<file path="src/stop_sel_pkg.sv">
// Purpose: shared constants and types for the stop-method selector and overload monitor
// Assumes: single 125 MHz clock domain, synchronous active-low reset
// Notes:   digit widths and percentage scale are shared by both design files
package stop_sel_pkg;

	// ==========================================================
	// clock and configuration defaults
	// ==========================================================
	localparam int          CLK_MHZ            = 125;
	localparam logic [3:0]  SERVO_OFF_DEFAULT  = 4'h0;
	localparam logic [3:0]  G2_STOP_DEFAULT    = 4'h0;
	localparam logic [3:0]  G2_MODE_DEFAULT    = 4'h0;
	localparam logic [7:0]  WARN_PCT_DEFAULT   = 8'h14;
	localparam logic [7:0]  DERATE_PCT_DEFAULT = 8'h64;
	localparam logic [7:0]  PCT_FULL           = 8'h64;

	// ==========================================================
	// digit encodings
	// ==========================================================
	localparam logic [3:0]  SO_BRAKE_HOLD      = 4'h0;
	localparam logic [3:0]  SO_BRAKE_FREE      = 4'h1;
	localparam logic [3:0]  SO_FREE_FREE       = 4'h2;
	localparam logic [3:0]  G2M_ZERO_SPEED     = 4'h0;
	localparam logic [3:0]  G2M_AS_GROUP1      = 4'h1;
	localparam logic [3:0]  G2M_BY_STOP_DIGIT  = 4'h2;
	localparam logic [3:0]  G2S_TORQUE_HOLD    = 4'h1;
	localparam logic [3:0]  G2S_TORQUE_FREE    = 4'h2;
	localparam logic [3:0]  G2S_TIME_HOLD      = 4'h3;
	localparam logic [3:0]  G2S_TIME_FREE      = 4'h4;

	// control mode indication
	localparam logic [1:0]  MODE_POSITION      = 2'h0;
	localparam logic [1:0]  MODE_SPEED         = 2'h1;
	localparam logic [1:0]  MODE_TORQUE        = 2'h2;

	// ==========================================================
	// overload detection counts
	// ==========================================================
	localparam int          CONT_LIMIT_DEFAULT = 100000;
	localparam logic [3:0]  INST_FACTOR        = 4'h3;

	typedef enum {
		sm_brake,
		sm_free,
		sm_zero_speed,
		sm_torque_decel,
		sm_time_decel
	} stop_method_t;

	typedef enum {
		fs_brake,
		fs_free
	} final_state_t;

	typedef struct packed {
		logic [2:0] method;
		logic       hold_brake;
	} stop_plan_t;

endpackage

</file>
<file path="src/overload_monitor.sv">
// Purpose: overload warning, continuous and instantaneous overload alarm detection
// Assumes: load and rated current share one unsigned scale
// Notes:   derating is sampled by the parent; warning percent acts at once
`timescale 1ns/1ns
module overload_monitor #(
	parameter int CUR_W      = 16,
	parameter int ACC_W      = 20,
	parameter int CONT_LIMIT = stop_sel_pkg::CONT_LIMIT_DEFAULT
) (
	input  wire logic             clk,
	input  wire logic             nrst,
	input  wire logic [CUR_W-1:0] load_current,
	input  wire logic [CUR_W-1:0] rated_current,
	input  wire logic [7:0]       warn_pct,
	input  wire logic [7:0]       derate_pct,
	output logic                  overload_warning,
	output logic                  overload_alarm_cont,
	output logic                  overload_alarm_inst
);
	localparam int PROD_W = CUR_W + 8;
	localparam int WIDE_W = ACC_W + 8;

	if (CONT_LIMIT < 1 || CONT_LIMIT >= (2 ** ACC_W)) begin : g_chk
		$error("overload limit does not fit the accumulator");
	end

	logic [ACC_W-1:0]  acc;
	logic [ACC_W-1:0]  next_acc;
	logic              next_warning;
	logic              next_cont;
	logic              next_inst;
	logic [PROD_W-1:0] load_scaled;
	logic [PROD_W-1:0] base_scaled;
	logic [7:0]        warn_clip;
	logic [ACC_W-1:0]  limit;

	// ==========================================================
	// thermal accumulator
	// ==========================================================
	// compare in percent units to avoid a divider
	always_comb begin
		limit       = ACC_W'(CONT_LIMIT);
		load_scaled = PROD_W'(load_current) * PROD_W'(stop_sel_pkg::PCT_FULL);
		base_scaled = PROD_W'(rated_current) * PROD_W'(derate_pct);
		warn_clip   = (warn_pct > stop_sel_pkg::PCT_FULL) ? stop_sel_pkg::PCT_FULL : warn_pct;
		if (load_scaled > base_scaled) begin
			next_acc = (acc >= limit) ? limit : acc + ACC_W'(1);
		end else begin
			next_acc = (acc == '0) ? acc : acc - ACC_W'(1);
		end
		next_cont    = (acc >= limit);
		next_warning = (acc != '0) &&
			(WIDE_W'(acc) * WIDE_W'(stop_sel_pkg::PCT_FULL) >=
			 WIDE_W'(limit) * WIDE_W'(warn_clip));
		// fixed threshold, no setting reaches it
		next_inst = (PROD_W'(load_current) >=
			PROD_W'(rated_current) * PROD_W'(stop_sel_pkg::INST_FACTOR));
	end

	always_ff @(posedge clk) begin
		if (!nrst) begin
			acc                 <= '0;
			overload_warning    <= 1'b0;
			overload_alarm_cont <= 1'b0;
			overload_alarm_inst <= 1'b0;
		end else begin
			acc                 <= next_acc;
			overload_warning    <= next_warning;
			overload_alarm_cont <= next_cont;
			overload_alarm_inst <= next_inst;
		end
	end

	property p_inst_fixed;
		@(posedge clk) disable iff (!nrst)
		(load_current >= CUR_W'(3) * rated_current) && (rated_current < 16'h5000) |=>
			overload_alarm_inst;
	endproperty
	a_inst_fixed: assert property (p_inst_fixed) else $error("instantaneous alarm missed");

	property p_cont_at_limit;
		@(posedge clk) disable iff (!nrst)
		(acc >= ACC_W'(CONT_LIMIT)) |=> overload_alarm_cont;
	endproperty
	a_cont_at_limit: assert property (p_cont_at_limit) else $error("continuous alarm missed");

	property p_warn_full;
		@(posedge clk) disable iff (!nrst)
		overload_warning && ($past(warn_pct) >= stop_sel_pkg::PCT_FULL) |->
			$past(acc) >= ACC_W'(CONT_LIMIT);
	endproperty
	a_warn_full: assert property (p_warn_full) else $error("warning earlier than scaled time");
endmodule

</file>
<file path="src/servo_stop_select.sv">
// Purpose: choose motor stop method and post-stop state on servo off and alarms
// Assumes: alarm and servo-on levels held by their sources; motor speed flags from feedback
// Notes:   stop digits and derating are captured once after reset release
// Notes on behaviour
// - servo off stops per servo-off digit: 0 brake-hold, 1 brake-then-free, 2 free
// - brake gives no torque while motor is stationary or crawling
// - first-group alarm stops using the servo-off digit
// - second-group alarm stop comes from three digits combined
// - group2 mode 0: zero-speed stop, then brake if servo-off digit 0
// - group2 mode 1: handled exactly like a first-group alarm
// - group2 mode 2, stop 1/2: torque-limited decel, then brake or free
// - group2 mode 2, stop 3/4: timed decel, then brake or free
// - in torque control group2 stop digit ignored, servo-off digit followed
// - warning and continuous alarm adjustable, instantaneous alarm fixed
// - warning time scales with warning percent, effective immediately
// - continuous alarm base current reduced by derating, effective after restart
// - lower derating raises continuous alarm earlier
// - brake shorts the windings; zero-speed stop forces speed command zero
`timescale 1ns/1ns
module servo_stop_select #(
	parameter int CUR_W      = 16,
	parameter int ACC_W      = 20,
	parameter int CONT_LIMIT = stop_sel_pkg::CONT_LIMIT_DEFAULT
) (
	input  wire logic             clk,
	input  wire logic             nrst,
	input  wire logic [3:0]       servo_off_stop_select,
	input  wire logic [3:0]       group2_stop_select,
	input  wire logic [3:0]       group2_mode_select,
	input  wire logic [1:0]       control_mode,
	input  wire logic             servo_on,
	input  wire logic             first_group_alarm,
	input  wire logic             second_group_alarm,
	input  wire logic             motor_stopped,
	input  wire logic             motor_slow,
	input  wire logic [15:0]      emergency_stop_torque,
	input  wire logic [15:0]      deceleration_time_setting,
	input  wire logic [7:0]       overload_warning_percent,
	input  wire logic [7:0]       overload_base_current_derating,
	input  wire logic [CUR_W-1:0] load_current,
	input  wire logic [CUR_W-1:0] rated_current,
	output logic                  power_stage_on,
	output logic                  winding_short_brake,
	output logic                  brake_torque_active,
	output logic                  zero_speed_cmd,
	output logic                  torque_limit_decel,
	output logic                  time_decel,
	output logic [15:0]           decel_torque_limit,
	output logic [15:0]           decel_time,
	output logic                  overload_warning,
	output logic                  overload_alarm_cont,
	output logic                  overload_alarm_inst
);
	typedef enum {
		st_run,
		st_stopping,
		st_stopped
	} stop_state_t;

	// ==========================================================
	// plan decoding
	// ==========================================================
	function automatic stop_sel_pkg::stop_plan_t group1_plan(input logic [3:0] so);
		stop_sel_pkg::stop_plan_t p;
		p.method     = 3'(stop_sel_pkg::sm_brake);
		p.hold_brake = 1'b1;
		case (so)
			stop_sel_pkg::SO_BRAKE_FREE: begin
				p.hold_brake = 1'b0;
			end
			stop_sel_pkg::SO_FREE_FREE: begin
				p.method     = 3'(stop_sel_pkg::sm_free);
				p.hold_brake = 1'b0;
			end
			default: begin
				p.hold_brake = 1'b1;
			end
		endcase
		return p;
	endfunction

	function automatic stop_sel_pkg::stop_plan_t group2_plan(
		input logic [3:0] so,
		input logic [3:0] g2s,
		input logic [3:0] g2m,
		input logic       torque_ctl
	);
		stop_sel_pkg::stop_plan_t p;
		logic                     hold;
		hold = (so == stop_sel_pkg::SO_BRAKE_HOLD);
		p    = group1_plan(so);
		if (torque_ctl) begin
			p = group1_plan(so);
		end else begin
			case (g2m)
				stop_sel_pkg::G2M_ZERO_SPEED: begin
					p.method     = 3'(stop_sel_pkg::sm_zero_speed);
					p.hold_brake = hold;
				end
				stop_sel_pkg::G2M_AS_GROUP1: begin
					p = group1_plan(so);
				end
				stop_sel_pkg::G2M_BY_STOP_DIGIT: begin
					case (g2s)
						stop_sel_pkg::G2S_TORQUE_HOLD: begin
							p.method     = 3'(stop_sel_pkg::sm_torque_decel);
							p.hold_brake = hold;
						end
						stop_sel_pkg::G2S_TORQUE_FREE: begin
							p.method     = 3'(stop_sel_pkg::sm_torque_decel);
							p.hold_brake = 1'b0;
						end
						stop_sel_pkg::G2S_TIME_HOLD: begin
							p.method     = 3'(stop_sel_pkg::sm_time_decel);
							p.hold_brake = hold;
						end
						stop_sel_pkg::G2S_TIME_FREE: begin
							p.method     = 3'(stop_sel_pkg::sm_time_decel);
							p.hold_brake = 1'b0;
						end
						default: begin
							p = group1_plan(so);
						end
					endcase
				end
				default: begin
					p = group1_plan(so);
				end
			endcase
		end
		return p;
	endfunction

	// ==========================================================
	// power-up capture of configuration
	// ==========================================================
	logic                     cfg_valid;
	logic [3:0]               so_l;
	logic [3:0]               g2s_l;
	logic [3:0]               g2m_l;
	logic [7:0]               derate_l;

	// later edits of stop digits and derating must not change behaviour until restart
	always_ff @(posedge clk) begin
		if (!nrst) begin
			cfg_valid <= 1'b0;
			so_l      <= stop_sel_pkg::SERVO_OFF_DEFAULT;
			g2s_l     <= stop_sel_pkg::G2_STOP_DEFAULT;
			g2m_l     <= stop_sel_pkg::G2_MODE_DEFAULT;
			derate_l  <= stop_sel_pkg::DERATE_PCT_DEFAULT;
		end else if (!cfg_valid) begin
			cfg_valid <= 1'b1;
			so_l      <= servo_off_stop_select;
			g2s_l     <= group2_stop_select;
			g2m_l     <= group2_mode_select;
			derate_l  <= overload_base_current_derating;
		end
	end

	// ==========================================================
	// stop sequencer
	// ==========================================================
	stop_state_t              state;
	stop_state_t              next_state;
	stop_sel_pkg::stop_plan_t plan;
	stop_sel_pkg::stop_plan_t next_plan;
	logic                     from_g2;
	logic                     next_from_g2;
	logic                     torque_ctl;
	logic                     next_power;
	logic                     next_brake;
	logic                     next_zero;
	logic                     next_tq;
	logic                     next_tm;

	assign torque_ctl = (control_mode == stop_sel_pkg::MODE_TORQUE);

	always_comb begin
		next_state   = state;
		next_plan    = plan;
		next_from_g2 = from_g2;
		case (state)
			st_run: begin
				if (first_group_alarm || !servo_on) begin
					next_state   = st_stopping;
					next_plan    = group1_plan(so_l);
					next_from_g2 = 1'b0;
				end else if (second_group_alarm) begin
					next_state   = st_stopping;
					next_plan    = group2_plan(so_l, g2s_l, g2m_l, torque_ctl);
					next_from_g2 = 1'b1;
				end
			end
			st_stopping: begin
				// a first-group alarm overrides a gentler group2 stop
				if (first_group_alarm && from_g2) begin
					next_plan    = group1_plan(so_l);
					next_from_g2 = 1'b0;
				end
				if (motor_stopped) begin
					next_state = st_stopped;
				end
			end
			st_stopped: begin
				if (cfg_valid && servo_on && !first_group_alarm && !second_group_alarm) begin
					next_state = st_run;
				end
			end
			default: begin
				next_state = st_stopped;
			end
		endcase

		next_power = 1'b0;
		next_brake = 1'b0;
		next_zero  = 1'b0;
		next_tq    = 1'b0;
		next_tm    = 1'b0;
		case (next_state)
			st_run: begin
				next_power = 1'b1;
			end
			st_stopping: begin
				case (next_plan.method)
					3'(stop_sel_pkg::sm_brake): begin
						next_brake = 1'b1;
					end
					3'(stop_sel_pkg::sm_zero_speed): begin
						next_power = 1'b1;
						next_zero  = 1'b1;
					end
					3'(stop_sel_pkg::sm_torque_decel): begin
						next_power = 1'b1;
						next_tq    = 1'b1;
					end
					3'(stop_sel_pkg::sm_time_decel): begin
						next_power = 1'b1;
						next_tm    = 1'b1;
					end
					default: begin
						next_power = 1'b0;
					end
				endcase
			end
			default: begin
				next_brake = next_plan.hold_brake;
			end
		endcase
	end

	always_ff @(posedge clk) begin
		if (!nrst) begin
			state               <= st_stopped;
			plan                <= '0;
			from_g2             <= 1'b0;
			power_stage_on      <= 1'b0;
			winding_short_brake <= 1'b0;
			brake_torque_active <= 1'b0;
			zero_speed_cmd      <= 1'b0;
			torque_limit_decel  <= 1'b0;
			time_decel          <= 1'b0;
			decel_torque_limit  <= 16'h0000;
			decel_time          <= 16'h0000;
		end else begin
			state               <= next_state;
			plan                <= next_plan;
			from_g2             <= next_from_g2;
			power_stage_on      <= next_power;
			winding_short_brake <= next_brake;
			brake_torque_active <= next_brake && !motor_slow;
			zero_speed_cmd      <= next_zero;
			torque_limit_decel  <= next_tq;
			time_decel          <= next_tm;
			decel_torque_limit  <= next_tq ? emergency_stop_torque : 16'h0000;
			decel_time          <= next_tm ? deceleration_time_setting : 16'h0000;
		end
	end

	// ==========================================================
	// overload detection
	// ==========================================================
	overload_monitor #(
		.CUR_W      (CUR_W),
		.ACC_W      (ACC_W),
		.CONT_LIMIT (CONT_LIMIT)
	) u_overload (
		.clk                 (clk),
		.nrst                (nrst),
		.load_current        (load_current),
		.rated_current       (rated_current),
		.warn_pct            (overload_warning_percent),
		.derate_pct          (derate_l),
		.overload_warning    (overload_warning),
		.overload_alarm_cont (overload_alarm_cont),
		.overload_alarm_inst (overload_alarm_inst)
	);

	// ==========================================================
	// checks
	// ==========================================================
	logic run_ok;
	assign run_ok = (state == st_run);

	property p_off_brake;
		@(posedge clk) disable iff (!nrst)
		run_ok && !servo_on && so_l == 4'h0 |=> winding_short_brake && !power_stage_on;
	endproperty
	a_off_brake: assert property (p_off_brake) else $error("servo off brake missing");

	property p_off_free;
		@(posedge clk) disable iff (!nrst)
		run_ok && !servo_on && so_l == 4'h2 |=> !winding_short_brake && !power_stage_on;
	endproperty
	a_off_free: assert property (p_off_free) else $error("free stop drives motor");

	property p_slow_no_torque;
		@(posedge clk) disable iff (!nrst)
		$past(motor_slow) |-> !brake_torque_active;
	endproperty
	a_slow_no_torque: assert property (p_slow_no_torque) else $error("brake torque at low speed");

	property p_g1_brake;
		@(posedge clk) disable iff (!nrst)
		run_ok && first_group_alarm && so_l == 4'h0 |=> winding_short_brake;
	endproperty
	a_g1_brake: assert property (p_g1_brake) else $error("group1 alarm brake missing");

	property p_g2_zero;
		@(posedge clk) disable iff (!nrst)
		run_ok && servo_on && !first_group_alarm && second_group_alarm && g2m_l == 4'h0
			&& !torque_ctl |=> zero_speed_cmd && power_stage_on;
	endproperty
	a_g2_zero: assert property (p_g2_zero) else $error("zero speed stop missing");

	property p_g2_as_g1;
		@(posedge clk) disable iff (!nrst)
		run_ok && servo_on && !first_group_alarm && second_group_alarm && g2m_l == 4'h1
			&& so_l == 4'h0 |=> winding_short_brake;
	endproperty
	a_g2_as_g1: assert property (p_g2_as_g1) else $error("group2 not as group1");

	property p_torque_decel;
		@(posedge clk) disable iff (!nrst)
		run_ok && servo_on && !first_group_alarm && second_group_alarm && g2m_l == 4'h2
			&& g2s_l == 4'h1 && !torque_ctl |=> torque_limit_decel
			&& decel_torque_limit == $past(emergency_stop_torque);
	endproperty
	a_torque_decel: assert property (p_torque_decel) else $error("torque decel missing");

	property p_time_free;
		@(posedge clk) disable iff (!nrst)
		state == st_stopping && time_decel && motor_stopped && g2s_l == 4'h4
			&& !first_group_alarm |=> state == st_stopped && !winding_short_brake;
	endproperty
	a_time_free: assert property (p_time_free) else $error("timed decel not free after stop");

	property p_torque_mode;
		@(posedge clk) disable iff (!nrst)
		run_ok && servo_on && !first_group_alarm && second_group_alarm && torque_ctl
			&& so_l == 4'h0 |=> winding_short_brake && !torque_limit_decel && !zero_speed_cmd;
	endproperty
	a_torque_mode: assert property (p_torque_mode) else $error("torque control used group2 digit");

	property p_latched;
		@(posedge clk) disable iff (!nrst)
		cfg_valid |=> $stable(so_l) && $stable(g2s_l) && $stable(g2m_l) && $stable(derate_l);
	endproperty
	a_latched: assert property (p_latched) else $error("latched digits changed");
endmodule

</file>
<file path="config.mk">
export PLATFORM = sky130hd
export DESIGN_NAME = servo_stop_select
export DESIGN_NICKNAME = d
export VERILOG_FILES = /design/src/stop_sel_pkg.sv /design/src/overload_monitor.sv /design/src/servo_stop_select.sv
export SDC_FILE = /design/constraint.sdc
export NUM_CORES = 1
export LEC_CHECK = 0
export BUFFER_PORTS_ARGS = -buffer_cell sky130_fd_sc_hd__buf_2
export CAP_MARGIN = 10
export CORE_UTILIZATION = 43
export CTS_BUF_LIST = sky130_fd_sc_hd__clkbuf_8
export CTS_CLUSTER_DIAMETER = 100
export DETAILED_ROUTE_END_ITERATION = 12
export GPL_TIMING_DRIVEN = 0
export PLACE_DENSITY = 0.63
export SLEW_MARGIN = 15
export SYNTH_ARGS = -nofsm -noshare
export SYNTH_HDL_FRONTEND = slang
export SYNTH_SLANG_ARGS = --single-unit
</file>
<file path="constraint.sdc">
create_clock -name clk -period 12.4 [get_ports clk]
set_input_delay 2.48 -clock clk [delete_from_list [all_inputs] [get_ports clk]]
set_output_delay 2.48 -clock clk [all_outputs]
set_load 0.005 [all_outputs]
</file>
==> results.sh, run 1 <==
export IMPL_crit_path_max_incr_delay_ns=0.57
export IMPL_cp_startpoint="rated_current[2]"
export IMPL_crit_family="adder cells"
export IMPL_avgSynthCellArea_sq_um=8.673
export IMPL_grt_max_degree=17
export IMPL_rsz0062_at_grt="false"
export IMPL_fp_dieH_um=193.8
export IMPL_synthArstFlopShare=0
export IMPL_grt_pass1_vias=12830
export IMPL_slowest_stage="nor4_4"
export IMPL_synth_area_sq_mm=0.01581
export IMPL_antenna_left=0
export IMPL_clkLatencyLatePin_ns=0.43
export IMPL_die_w_um=193.8
export IMPL_crit_reg2reg_capture="u_overload.acc[18]"
export IMPL_grt_antenna_before_repair=0
export IMPL_dp_hpwl_um=30510
export IMPL_synth_seq_area_share=0.1507
export IMPL_vias=12930
export IMPL_min_from="g2m_l[0]"
export IMPL_power_density_mw_per_mm2=198.9
export IMPL_portBuffers=141
export IMPL_fill_cells=3515
export IMPL_synth_top_area_frac=0.2485
export IMPL_regArea_sq_mm=0.002382
export IMPL_finalSetupViolations=0
export IMPL_cp_common_cell="fa_1"
export IMPL_leakage_nw=9.207
export IMPL_syn2layout_area_growth_pct=11.43
export IMPL_layout_commonest_cell="ha_1"
export IMPL_yosysTopAreaCell="ha_1"
export IMPL_worstPathArrival_ns=9.68
export IMPL_min_path_type="flip-flop to flip-flop"
export IMPL_crit_type="input pin to flip-flop"
export IMPL_worst_pin_slew_ns=0.9434
export IMPL_row_count=69
export IMPL_fin_ws_ns=3.010
export IMPL_gp_congestion=0.8456
export IMPL_drc_errors=0
export IMPL_ff2ff_path_depth=29
export IMPL_report_final_slew_viol_count=0
export IMPL_viasPerCell=5.192
export IMPL_clock_skew_ns=0.02098
export IMPL_numCtsBuffers=17
export IMPL_setup_tns_final_ns=0
export IMPL_cp_required_ns=12.69
export IMPL_cts_hold_buf=0
export IMPL_nets=2551
export IMPL_cts_sinks=119
export IMPL_synth_edf_count=0
export IMPL_whs_path_depth=2
export IMPL_cp_max_fo=11
export IMPL_status="completed"
export IMPL_yosysUniqueCellTypes=72
export IMPL_fmax_mhz=106.5
export IMPL_io_pins=142
export IMPL_routedWlPerCell_um=14.59
export IMPL_yosys_warnings=0
export IMPL_hold_viol_final=0
export IMPL_synthTopCellsByArea="ha_1, fa_1, dfxtp_1"
export IMPL_clkSlewWorstSetupHoldPaths_ns=0.09
export IMPL_clockBufferDepth=2
export IMPL_drt_total_wl_um=36320
export IMPL_r2r_slack_ns=4.44
export IMPL_start_util=0.4403
export IMPL_final_cell_mix="ha_1, inv_1, buf_2"
export IMPL_cts_root_buf="clkbuf_8"
export IMPL_max_cap_violations=0
export IMPL_grt_first_pass_wirelength_um=61380
export IMPL_timing_rr_start="derate_l[2]"
export IMPL_postCtsSetupRepairBufs=0
export IMPL_first_pass_iters=5
export IMPL_multi_input_area_sq_mm=0.01228
export IMPL_cts_tree="done"
export IMPL_core_sq_mm=0.03591
export IMPL_path_buf_inv=4
export IMPL_slew_limit_headroom=0.3695
export IMPL_ys_dominant_reg_cell="dfxtp_1"
export IMPL_grt_overflow_total=0
export IMPL_post_place_ws_ns=2.539
export IMPL_syn_inst=1823
export IMPL_start_kind="input pin"
export IMPL_hold_end="g2m_l[0]"
export IMPL_vdd_ir_drop_max_mv=0.1391
export IMPL_layout_drive_gt1_share=0.09965
export IMPL_die_area_sq_mm=0.03754
export IMPL_period_share=0.7572
export IMPL_drt_iter0_markers=538
export IMPL_cts_max_level=4
export IMPL_critPathCaptureType="flip-flop"
export IMPL_grtUsageTotal=0.1970
export IMPL_post_cts_resize_count=0
export IMPL_yosys_register_bits=119
export IMPL_min_period_ns=9.390
==> flip-flops by register name, summed over array words and instances, names as in the netlist <==
signal and cells:
power_stage_on 1, g2m_l 4, brake_torque_active 1, time_decel 1, u_overload.overload_warning 1, derate_l 8, u_overload.overload_alarm_inst 1, cfg_valid 1
plan 4, zero_speed_cmd 1, from_g2 1, so_l 4, torque_limit_decel 1, state 32, u_overload.overload_alarm_cont 1, u_overload.acc 20
g2s_l 4, decel_torque_limit 16, winding_short_brake 1, decel_time 16
==> cells by family (layout without fill, tap and decap cells) <==
| logic type | count (synthesis) | in the layout | synth area share |
|---|---|---|---|
| buffers and inverters | 330 | 503 | 0.07984 |
| other | 1 | 34 | 0.0002372 |
| AO/OA/AOI/OAI | 312 | 312 | 0.1314 |
| XOR/XNOR | 91 | 91 | 0.05041 |
| multiplexers | 21 | 21 | 0.01329 |
| AND/OR/NAND/NOR | 513 | 513 | 0.1712 |
| adder cells (fa/ha/maj) | 436 | 436 | 0.4029 |
| flip-flops | 119 | 119 | 0.1507 |
==> report_power, final <==
group | total [mW] | switching (mW) | leakage [nW] | internal (mW)
clock | 0.369 | 0.185 | 0.202 | 0.184
combinational | 2.67 | 1.53 | 8.03 | 1.14
sequential | 0.470 | 0.0458 | 0.980 | 0.424
total | 3.50 | 1.76 | 9.21 | 1.75
==> worst max-delay path by stage <==
stage / endpoint / slack, ns / depth (start not counted)
final: u_overload.acc[18] / 3.01 / 29
after global routing: u_overload.acc[18] / 2.55 / 28
after CTS: u_overload.acc[18] / 3.01 / 29
after detailed placement: u_overload.acc[18] / 2.54 / 29
after global placement: u_overload.acc[18] / 2.62 / 29
after floorplan: u_overload.acc[18] / 3.65 / 25
==> cell type report <==
cell class | instances | area share
Inverter | 300 | 0.06391
Antenna cell | 2 | 0.0002841
Clock buffer | 17 | 0.01328
Sequential cell | 119 | 0.1352
Clock inverter | 15 | 0.009587
Buffer | 30 | 0.007740
Tap cell | 461 | 0.03274
Multi-Input combinational cell | 1405 | 0.6972
Timing Repair Buffer | 141 | 0.04005
==> cell usage after synthesis (all sizes together) (7+ instances only) <==
master,n
o21ai,45
nand2b,9
nor3,32
inv,300
xor2,42
a21oi,97
o211ai,7
and3,25
or3,11
nor4,11
a211oi,16
and2,145
nor2,79
clkbuf,17
o21a,18
nand2,112
nand4,19
fa,122
nand3,40
a31oi,18
o21bai,11
buf,13
a21o,33
mux2i,21
xnor2,49
nor2b,8
ha,314
a221oi,11
dfxtp,119
==> routing by layer <==
metal | vias to the layer above | part of all wire | global-route usage
met5 | - | 0 | 0
met4 | 0 | 0.013 | 0.05037
met3 | 40 | 0.027 | 0.01913
met2 | 210 | 0.52 | 0.3692
met1 | 6169 | 0.44 | 0.2389
li1 | 6509 | - | -
==> through the flow <==
step / cell area (sq um) / hold slack, ns / util / total power [mW] / std cells
floorplan: 15930 / 0.4644 / - / 2.537 / 1854
global placement: 17210 / 0.4806 / 0.4792 / 3.084 / 2456
detailed placement: 17210 / 0.4908 / 0.4792 / 3.140 / 2456
CTS: 17610 / 0.5098 / 0.4905 / 3.533 / 2488
global route: 17610 / 0.5446 / 0.4905 / 3.933 / 2488
finish: 17620 / 0.5077 / 0.4906 / 3.505 / 2490
==> tightest hold or removal path, cell delays in order (launching register included) <==
cell and delay (ns):
dfxtp_1 0.33, mux2i_1 0.07, nor2_1 0.07
Note: power is estimated with default switching activity, not from simulation.
==> run 2: changes to the inputs <==
--- a/config.mk
+++ b/config.mk
@@ -12,7 +12,7 @@
 export CTS_CLUSTER_DIAMETER = 100
 export DETAILED_ROUTE_END_ITERATION = 12
 export GPL_TIMING_DRIVEN = 0
-export PLACE_DENSITY = 0.63
+export PLACE_DENSITY = 0.65
 export SLEW_MARGIN = 15
 export SYNTH_ARGS = -nofsm -noshare
 export SYNTH_HDL_FRONTEND = slang
==> constraint.sdc (replaced) <==
create_clock -name clk -period 7.54 [get_ports clk]
set_input_delay 1.508 -clock clk [delete_from_list [all_inputs] [get_ports clk]]
set_output_delay 1.508 -clock clk [all_outputs]
set_load 0.005 [all_outputs]
==> run 2 against run 1 <==
  * Cell count increased by 0.60%
  * Critical path depth decreased by 1
  * Sequential share of layout area decreased by 0.48 points
  * Hold slack got worse by 0.0034 ns
  * Die area unchanged
  * Core utilization increased by 1.8 points
  * Sequential cell count unchanged
  * Clock power increased by 69%
  * Critical path type unchanged
  * Sequential power increased by 65%
  * Register-to-register slack got worse by 4.1 ns
==> results.sh, run 2 (synthesis gave the netlist of run 1 again) <==
export IMPL_rsz0062_at_grt="true"
export IMPL_r2r_slack_ns=0.38
export IMPL_syn2layout_area_growth_pct=15.51
export IMPL_grt_first_pass_wirelength_um=62000
export IMPL_clkSlewWorstSetupHoldPaths_ns=0.08
export IMPL_clkLatencyLatePin_ns=0.45
export IMPL_crit_path_max_incr_delay_ns=0.56
export IMPL_grt_overflow_total=0
export IMPL_crit_reg2reg_capture="u_overload.acc[12]"
export IMPL_clock_skew_ns=0.02681
export IMPL_vias=13080
export IMPL_min_period_ns=7.420
export IMPL_slew_limit_headroom=0.4063
export IMPL_post_place_ws_ns=-0.9836
export IMPL_numCtsBuffers=17
export IMPL_setup_tns_final_ns=0
export IMPL_grt_pass1_vias=13190
export IMPL_start_util=0.4403
export IMPL_stdcell_area_sq_mm=0.01826
export IMPL_hold_viol_final=0
export IMPL_grt_max_degree=17
export IMPL_io_pins=142
export IMPL_routedWlPerCell_um=14.90
export IMPL_crit_type="input pin to flip-flop"
export IMPL_worst_pin_slew_ns=0.8883
export IMPL_cp_required_ns=7.89
export IMPL_endpoint="u_overload.acc[19]"
export IMPL_placed_area_sq_mm=0.01722
export IMPL_cts_sinks=119
export IMPL_critPathCaptureType="flip-flop"
export IMPL_grt_antenna_before_repair=0
export IMPL_status="completed"
export IMPL_fp_dieH_um=193.8
export IMPL_cp_max_fo=10
export IMPL_fmax_mhz=134.8
export IMPL_cp_startpoint="rated_current[8]"
export IMPL_grtUsageTotal=0.1983
export IMPL_vdd_ir_drop_max_mv=0.2252
export IMPL_worstPathArrival_ns=7.77
export IMPL_fin_ws_ns=0.1201
export IMPL_dp_hpwl_um=30230
export IMPL_cp_common_cell="fa_1"
export IMPL_largestRegisters="state: 32 flops, u_overload.acc: 20 flops"
export IMPL_top_register="state"
export IMPL_cts_tree="done"
export IMPL_portBuffers=141
export IMPL_cts_max_level=4
export IMPL_drt_iter0_markers=457
export IMPL_fill_cells=3380
export IMPL_final_cell_mix="ha_1, inv_1, buf_2"
export IMPL_cts_hold_buf=0
export IMPL_drt_total_wl_um=37320
export IMPL_report_final_slew_viol_count=0
export IMPL_timing_rr_start="derate_l[7]"
export IMPL_cts_root_buf="clkbuf_8"
export IMPL_gp_congestion=0.8696
export IMPL_die_area_sq_mm=0.03754
export IMPL_clockBufferDepth=2
export IMPL_layout_drive_gt1_share=0.1389
export IMPL_nets=2568
export IMPL_min_path_type="flip-flop to flip-flop"
export IMPL_utilization=0.5085
export IMPL_leakage_nw=9.410
export IMPL_power_density_mw_per_mm2=349.8
export IMPL_first_pass_iters=7
export IMPL_ff2ff_path_depth=29
export IMPL_diodes=0
export IMPL_row_count=69
export IMPL_core_sq_mm=0.03591
export IMPL_viasPerCell=5.220
export IMPL_finalSetupViolations=0
export IMPL_start_kind="input pin"
export IMPL_antenna_left=0
export IMPL_layout_commonest_cell="ha_1"
export IMPL_largest_reg_flops=32
export IMPL_drc_errors=0
export IMPL_slowest_stage="fa_1"
export IMPL_die_w_um=193.8
export IMPL_period_share=0.9841
export IMPL_max_cap_violations=0
## run 2: cell types whose count changed in the layout (fill, tap and decap cells not counted), moves of 9 or more
cell    change
ha_1        -9
and2_4     +10
buf_4      +14
and2_1     -11
buf_2      -13
## run 2: final cells by class
| cell class | count | area [sq um] | area share |
|---|---|---|---|
| Sequential cell | 119 | 2382 | 0.1304 |
| Buffer | 28 | 155.1 | 0.008495 |
| Clock buffer | 18 | 247.7 | 0.01356 |
| Inverter | 300 | 1126 | 0.06166 |
| Clock inverter | 14 | 163.9 | 0.008974 |
| Multi-Input combinational cell | 1405 | 12620 | 0.6912 |
| Tap cell | 461 | 576.8 | 0.03158 |
| Timing Repair Buffer | 160 | 987.2 | 0.05405 |
## run 2: worst min path at each step
stage	cells past startpoint	endpoint	startpoint	slack, ns
6_report	2	g2m_l[0]	g2m_l[0]	0.50
3_3_place_gp	2	g2m_l[0]	g2m_l[0]	0.48
3_5_place_dp	2	g2m_l[0]	g2m_l[0]	0.49
5_1_grt	2	from_g2	from_g2	0.55
4_1_cts	2	from_g2	from_g2	0.51
2_1_floorplan	2	g2m_l[0]	g2m_l[0]	0.46
## run 2: repair_timing
| item | CTS | global route |
|---|---|---|
| cloned | 1 | 3 |
| setup endpoints to repair | 20 | 21 |
| resized for setup | 34 | 78 |
| pin swaps | 26 | 57 |
| buffers inserted | 7 | 8 |
| hold endpoints to repair | 0 | 0 |
## run 2: worst max-delay path, delay by kind of cell
family | cells | cell delay [ns]
xor gates and xnor gates | 1 | 0.17
and+or+nand+nor | 6 | 1.15
adders and majority gates | 6 | 2.66
buffers and inverters | 6 | 0.74
AOI/OAI and AO/OA | 9 | 1.54
## run 2: layer usage
metal  vias to the layer above  global-route usage  routed length, um
met5                         -                   0                  0
met4                         0             0.05956                779
met2                       256              0.3725              19290
met1                      6223              0.2376              16170
met3                        61             0.01739               1087
li1                       6535                   -                  -
## run 2: through the flow
step,power (mW),hold WS [ns],std cells
after floorplan,4.179,0.4644,1854
after global placement,5.059,0.4770,2456
after detailed placement,5.155,0.4939,2456
after CTS,6.059,0.5118,2494
after global routing,7.094,0.5537,2505
final,6.389,0.5043,2505
## run 2: report_power, final
group	switching, mW	total [mW]	leakage (nW)	internal, mW
clock	0.311	0.624	0.204	0.312
sequential	0.0798	0.777	0.980	0.697
combinational	2.75	4.99	8.23	2.24
==> run 3: changes to the inputs <==
--- a/config.mk
+++ b/config.mk
@@ -12,7 +12,7 @@
 export CTS_CLUSTER_DIAMETER = 100
 export DETAILED_ROUTE_END_ITERATION = 12
 export GPL_TIMING_DRIVEN = 0
-export PLACE_DENSITY = 0.65
+export SKIP_CTS_REPAIR_TIMING = 1
 export SLEW_MARGIN = 15
 export SYNTH_ARGS = -nofsm -noshare
 export SYNTH_HDL_FRONTEND = slang
==> run 3 against run 2 <==
  * Maximum frequency down 0.14%
  * Combinational power is 1% higher
  * Register-to-register slack worse by 0.04 ns
==> results.sh, run 3 (synthesis gave the netlist of run 1 again) <==
export IMPL_viasPerCell=5.215
export IMPL_whs_path_depth=2
export IMPL_hold_end="from_g2"
export IMPL_worst_pin_slew_ns=0.9714
export IMPL_drc_errors=0
export IMPL_top_register="state"
export IMPL_cts_sinks=119
export IMPL_worstPathArrival_ns=7.81
export IMPL_fmax_mhz=134.6
export IMPL_drt_met1_wl_um=16700
export IMPL_drt_iter0_markers=535
export IMPL_hold_viol_final=0
export IMPL_topRoutingLayerUsed="met4"
export IMPL_start_util=0.4403
export IMPL_grt_pass1_vias=12780
export IMPL_gp_congestion=0.8464
export IMPL_grtUsageTotal=0.2012
export IMPL_layout_commonest_cell="ha_1"
export IMPL_min_path_type="flip-flop to flip-flop"
export IMPL_wl_met3_um=1014
export IMPL_leakage_nw=9.479
export IMPL_r2r_slack_ns=0.34
export IMPL_finalSetupViolations=0
export IMPL_first_pass_iters=5
export IMPL_cp_required_ns=7.92
export IMPL_critPathCaptureType="flip-flop"
export IMPL_min_from="from_g2"
export IMPL_fp_dieH_um=193.8
export IMPL_vias=13080
export IMPL_clkSlewWorstSetupHoldPaths_ns=0.10
export IMPL_core_sq_mm=0.03591
export IMPL_largestRegisters="state: 32 flops, u_overload.acc: 20 flops"
export IMPL_power_density_mw_per_mm2=348.4
export IMPL_stdcell_area_sq_mm=0.01841
export IMPL_crit_reg2reg_capture="u_overload.acc[14]"
export IMPL_fin_cells=2509
export IMPL_nets=2572
export IMPL_diodes=0
export IMPL_row_count=69
export IMPL_cp_max_fo=6
export IMPL_fill_cells=3444
export IMPL_clockBufferDepth=2
export IMPL_slew_limit_headroom=0.3508
export IMPL_routedWlPerCell_um=15.32
export IMPL_timing_rr_start="derate_l[2]"
export IMPL_cts_root_buf="clkbuf_8"
export IMPL_dp_cells=2456
export IMPL_antenna_left=0
export IMPL_status="completed"
export IMPL_grt_overflow_total=0
export IMPL_grt_max_degree=17
export IMPL_grt_antenna_before_repair=0
export IMPL_largest_reg_flops=32
export IMPL_report_final_slew_viol_count=0
export IMPL_placed_area_sq_mm=0.01722
export IMPL_syn2layout_area_growth_pct=16.45
export IMPL_clkLatencyLatePin_ns=0.45
export IMPL_max_cap_violations=0
export IMPL_portBuffers=141
export IMPL_rsz0062_at_grt="true"
export IMPL_start_kind="input pin"
export IMPL_cts_tree="done"
export IMPL_die_area_sq_mm=0.03754
export IMPL_cts_max_level=4
export IMPL_numCtsBuffers=17
export IMPL_final_cell_mix="ha_1, inv_1, buf_2"
export IMPL_met2_length_um=20040
export IMPL_layout_drive_gt1_share=0.1445
export IMPL_dp_hpwl_um=30940
export IMPL_io_pins=142
export IMPL_ff2ff_path_depth=29
export IMPL_vdd_ir_drop_max_mv=0.3547
export IMPL_period_share=0.9854
export IMPL_crit_type="input pin to flip-flop"
export IMPL_drt_total_wl_um=38430
export IMPL_die_w_um=193.8
export IMPL_grt_first_pass_wirelength_um=62250
export IMPL_min_period_ns=7.430
export IMPL_clock_skew_ns=0.02817
-- run 3: changes by cell type in the layout (fill, tap and decap cells not counted), moves of 3 or more --
cell and delta:
buf_4 +8, buf_6 -7, and2_1 -5, and2_4 +5, buf_2 -3, clkbuf_16 +3
-- run 3: metrics by stage --
| step | hold WS [ns] | TNS (ns) | power [mW] | utilization | worst slack, ns |
|---|---|---|---|---|---|
| floorplan | 0.4644 | 0 | 4.179 | - | 0.04393 |
| finish | 0.5172 | 0 | 6.415 | 0.5127 | 0.1101 |
| global placement | 0.4881 | -18.91 | 5.108 | 0.4794 | -1.056 |
| global route | 0.5543 | -1.217 | 7.124 | 0.5127 | -0.1146 |
| detailed placement | 0.4943 | -20.08 | 5.203 | 0.4794 | -1.136 |
| CTS | 0.5135 | -10.15 | 5.860 | 0.4907 | -0.6255 |
-- run 3: metal layers --
layer / up-vias / track usage
met2: 204 / 0.3756
met3: 52 / 0.01479
li1: 6549 / -
met5: - / 0
met4: 0 / 0.04919
met1: 6279 / 0.2490
-- run 3: worst max-delay path by stage --
| stage | start | endpoint | slack [ns] | depth (start not counted) |
|---|---|---|---|---|
| 5_1_grt | rated_current[7] | u_overload.acc[12] | -0.11 | 29 |
| 4_1_cts | rated_current[2] | u_overload.acc[18] | -0.63 | 28 |
| 3_3_place_gp | rated_current[2] | u_overload.acc[18] | -1.06 | 28 |
| 3_5_place_dp | rated_current[2] | u_overload.acc[18] | -1.14 | 28 |
| 2_1_floorplan | rated_current[2] | u_overload.acc[18] | 0.04 | 27 |
| 6_report | rated_current[6] | u_overload.acc[14] | 0.11 | 28 |
-- run 3: area by class of cell --
class,count,area [sq um],area share
Clock inverter,15,168.9,0.009174
Multi-Input combinational cell,1405,12690,0.6890
Inverter,300,1130,0.06136
Sequential cell,119,2382,0.1294
Buffer,28,143.9,0.007815
Timing Repair Buffer,164,1090,0.05919
Tap cell,461,576.8,0.03133
Clock buffer,17,234.0,0.01271
-- run 3: where the power goes --
group | total [mW] | switching, mW | leakage, nW | internal [mW]
Sequential | 0.774 | 0.0772 | 0.980 | 0.697
Clock | 0.606 | 0.303 | 0.207 | 0.302
Combinational | 5.04 | 2.79 | 8.29 | 2.24
-- run 3: critical path: stages --
cell and delay [ns]:
buf_12 0.11, and2_4 0.15, fa_1 0.57, fa_1 0.46, fa_1 0.51, inv_1 0.05, fa_1 0.50, inv_2 0.05
ha_4 0.23, o211ai_1 0.15, o211ai_2 0.14, and3_4 0.21, o31ai_4 0.27, and2_4 0.21, o21ai_4 0.06, a21o_1 0.17
a21oi_2 0.12, xor2_1 0.08, ha_1 0.33, nand3_2 0.10, nor2_1 0.23, o21a_1 0.19, o21ai_4 0.09, or4_4 0.62
nor2_4 0.22, clkbuf_16 0.19, a32oi_1 0.06, a21oi_1 0.19
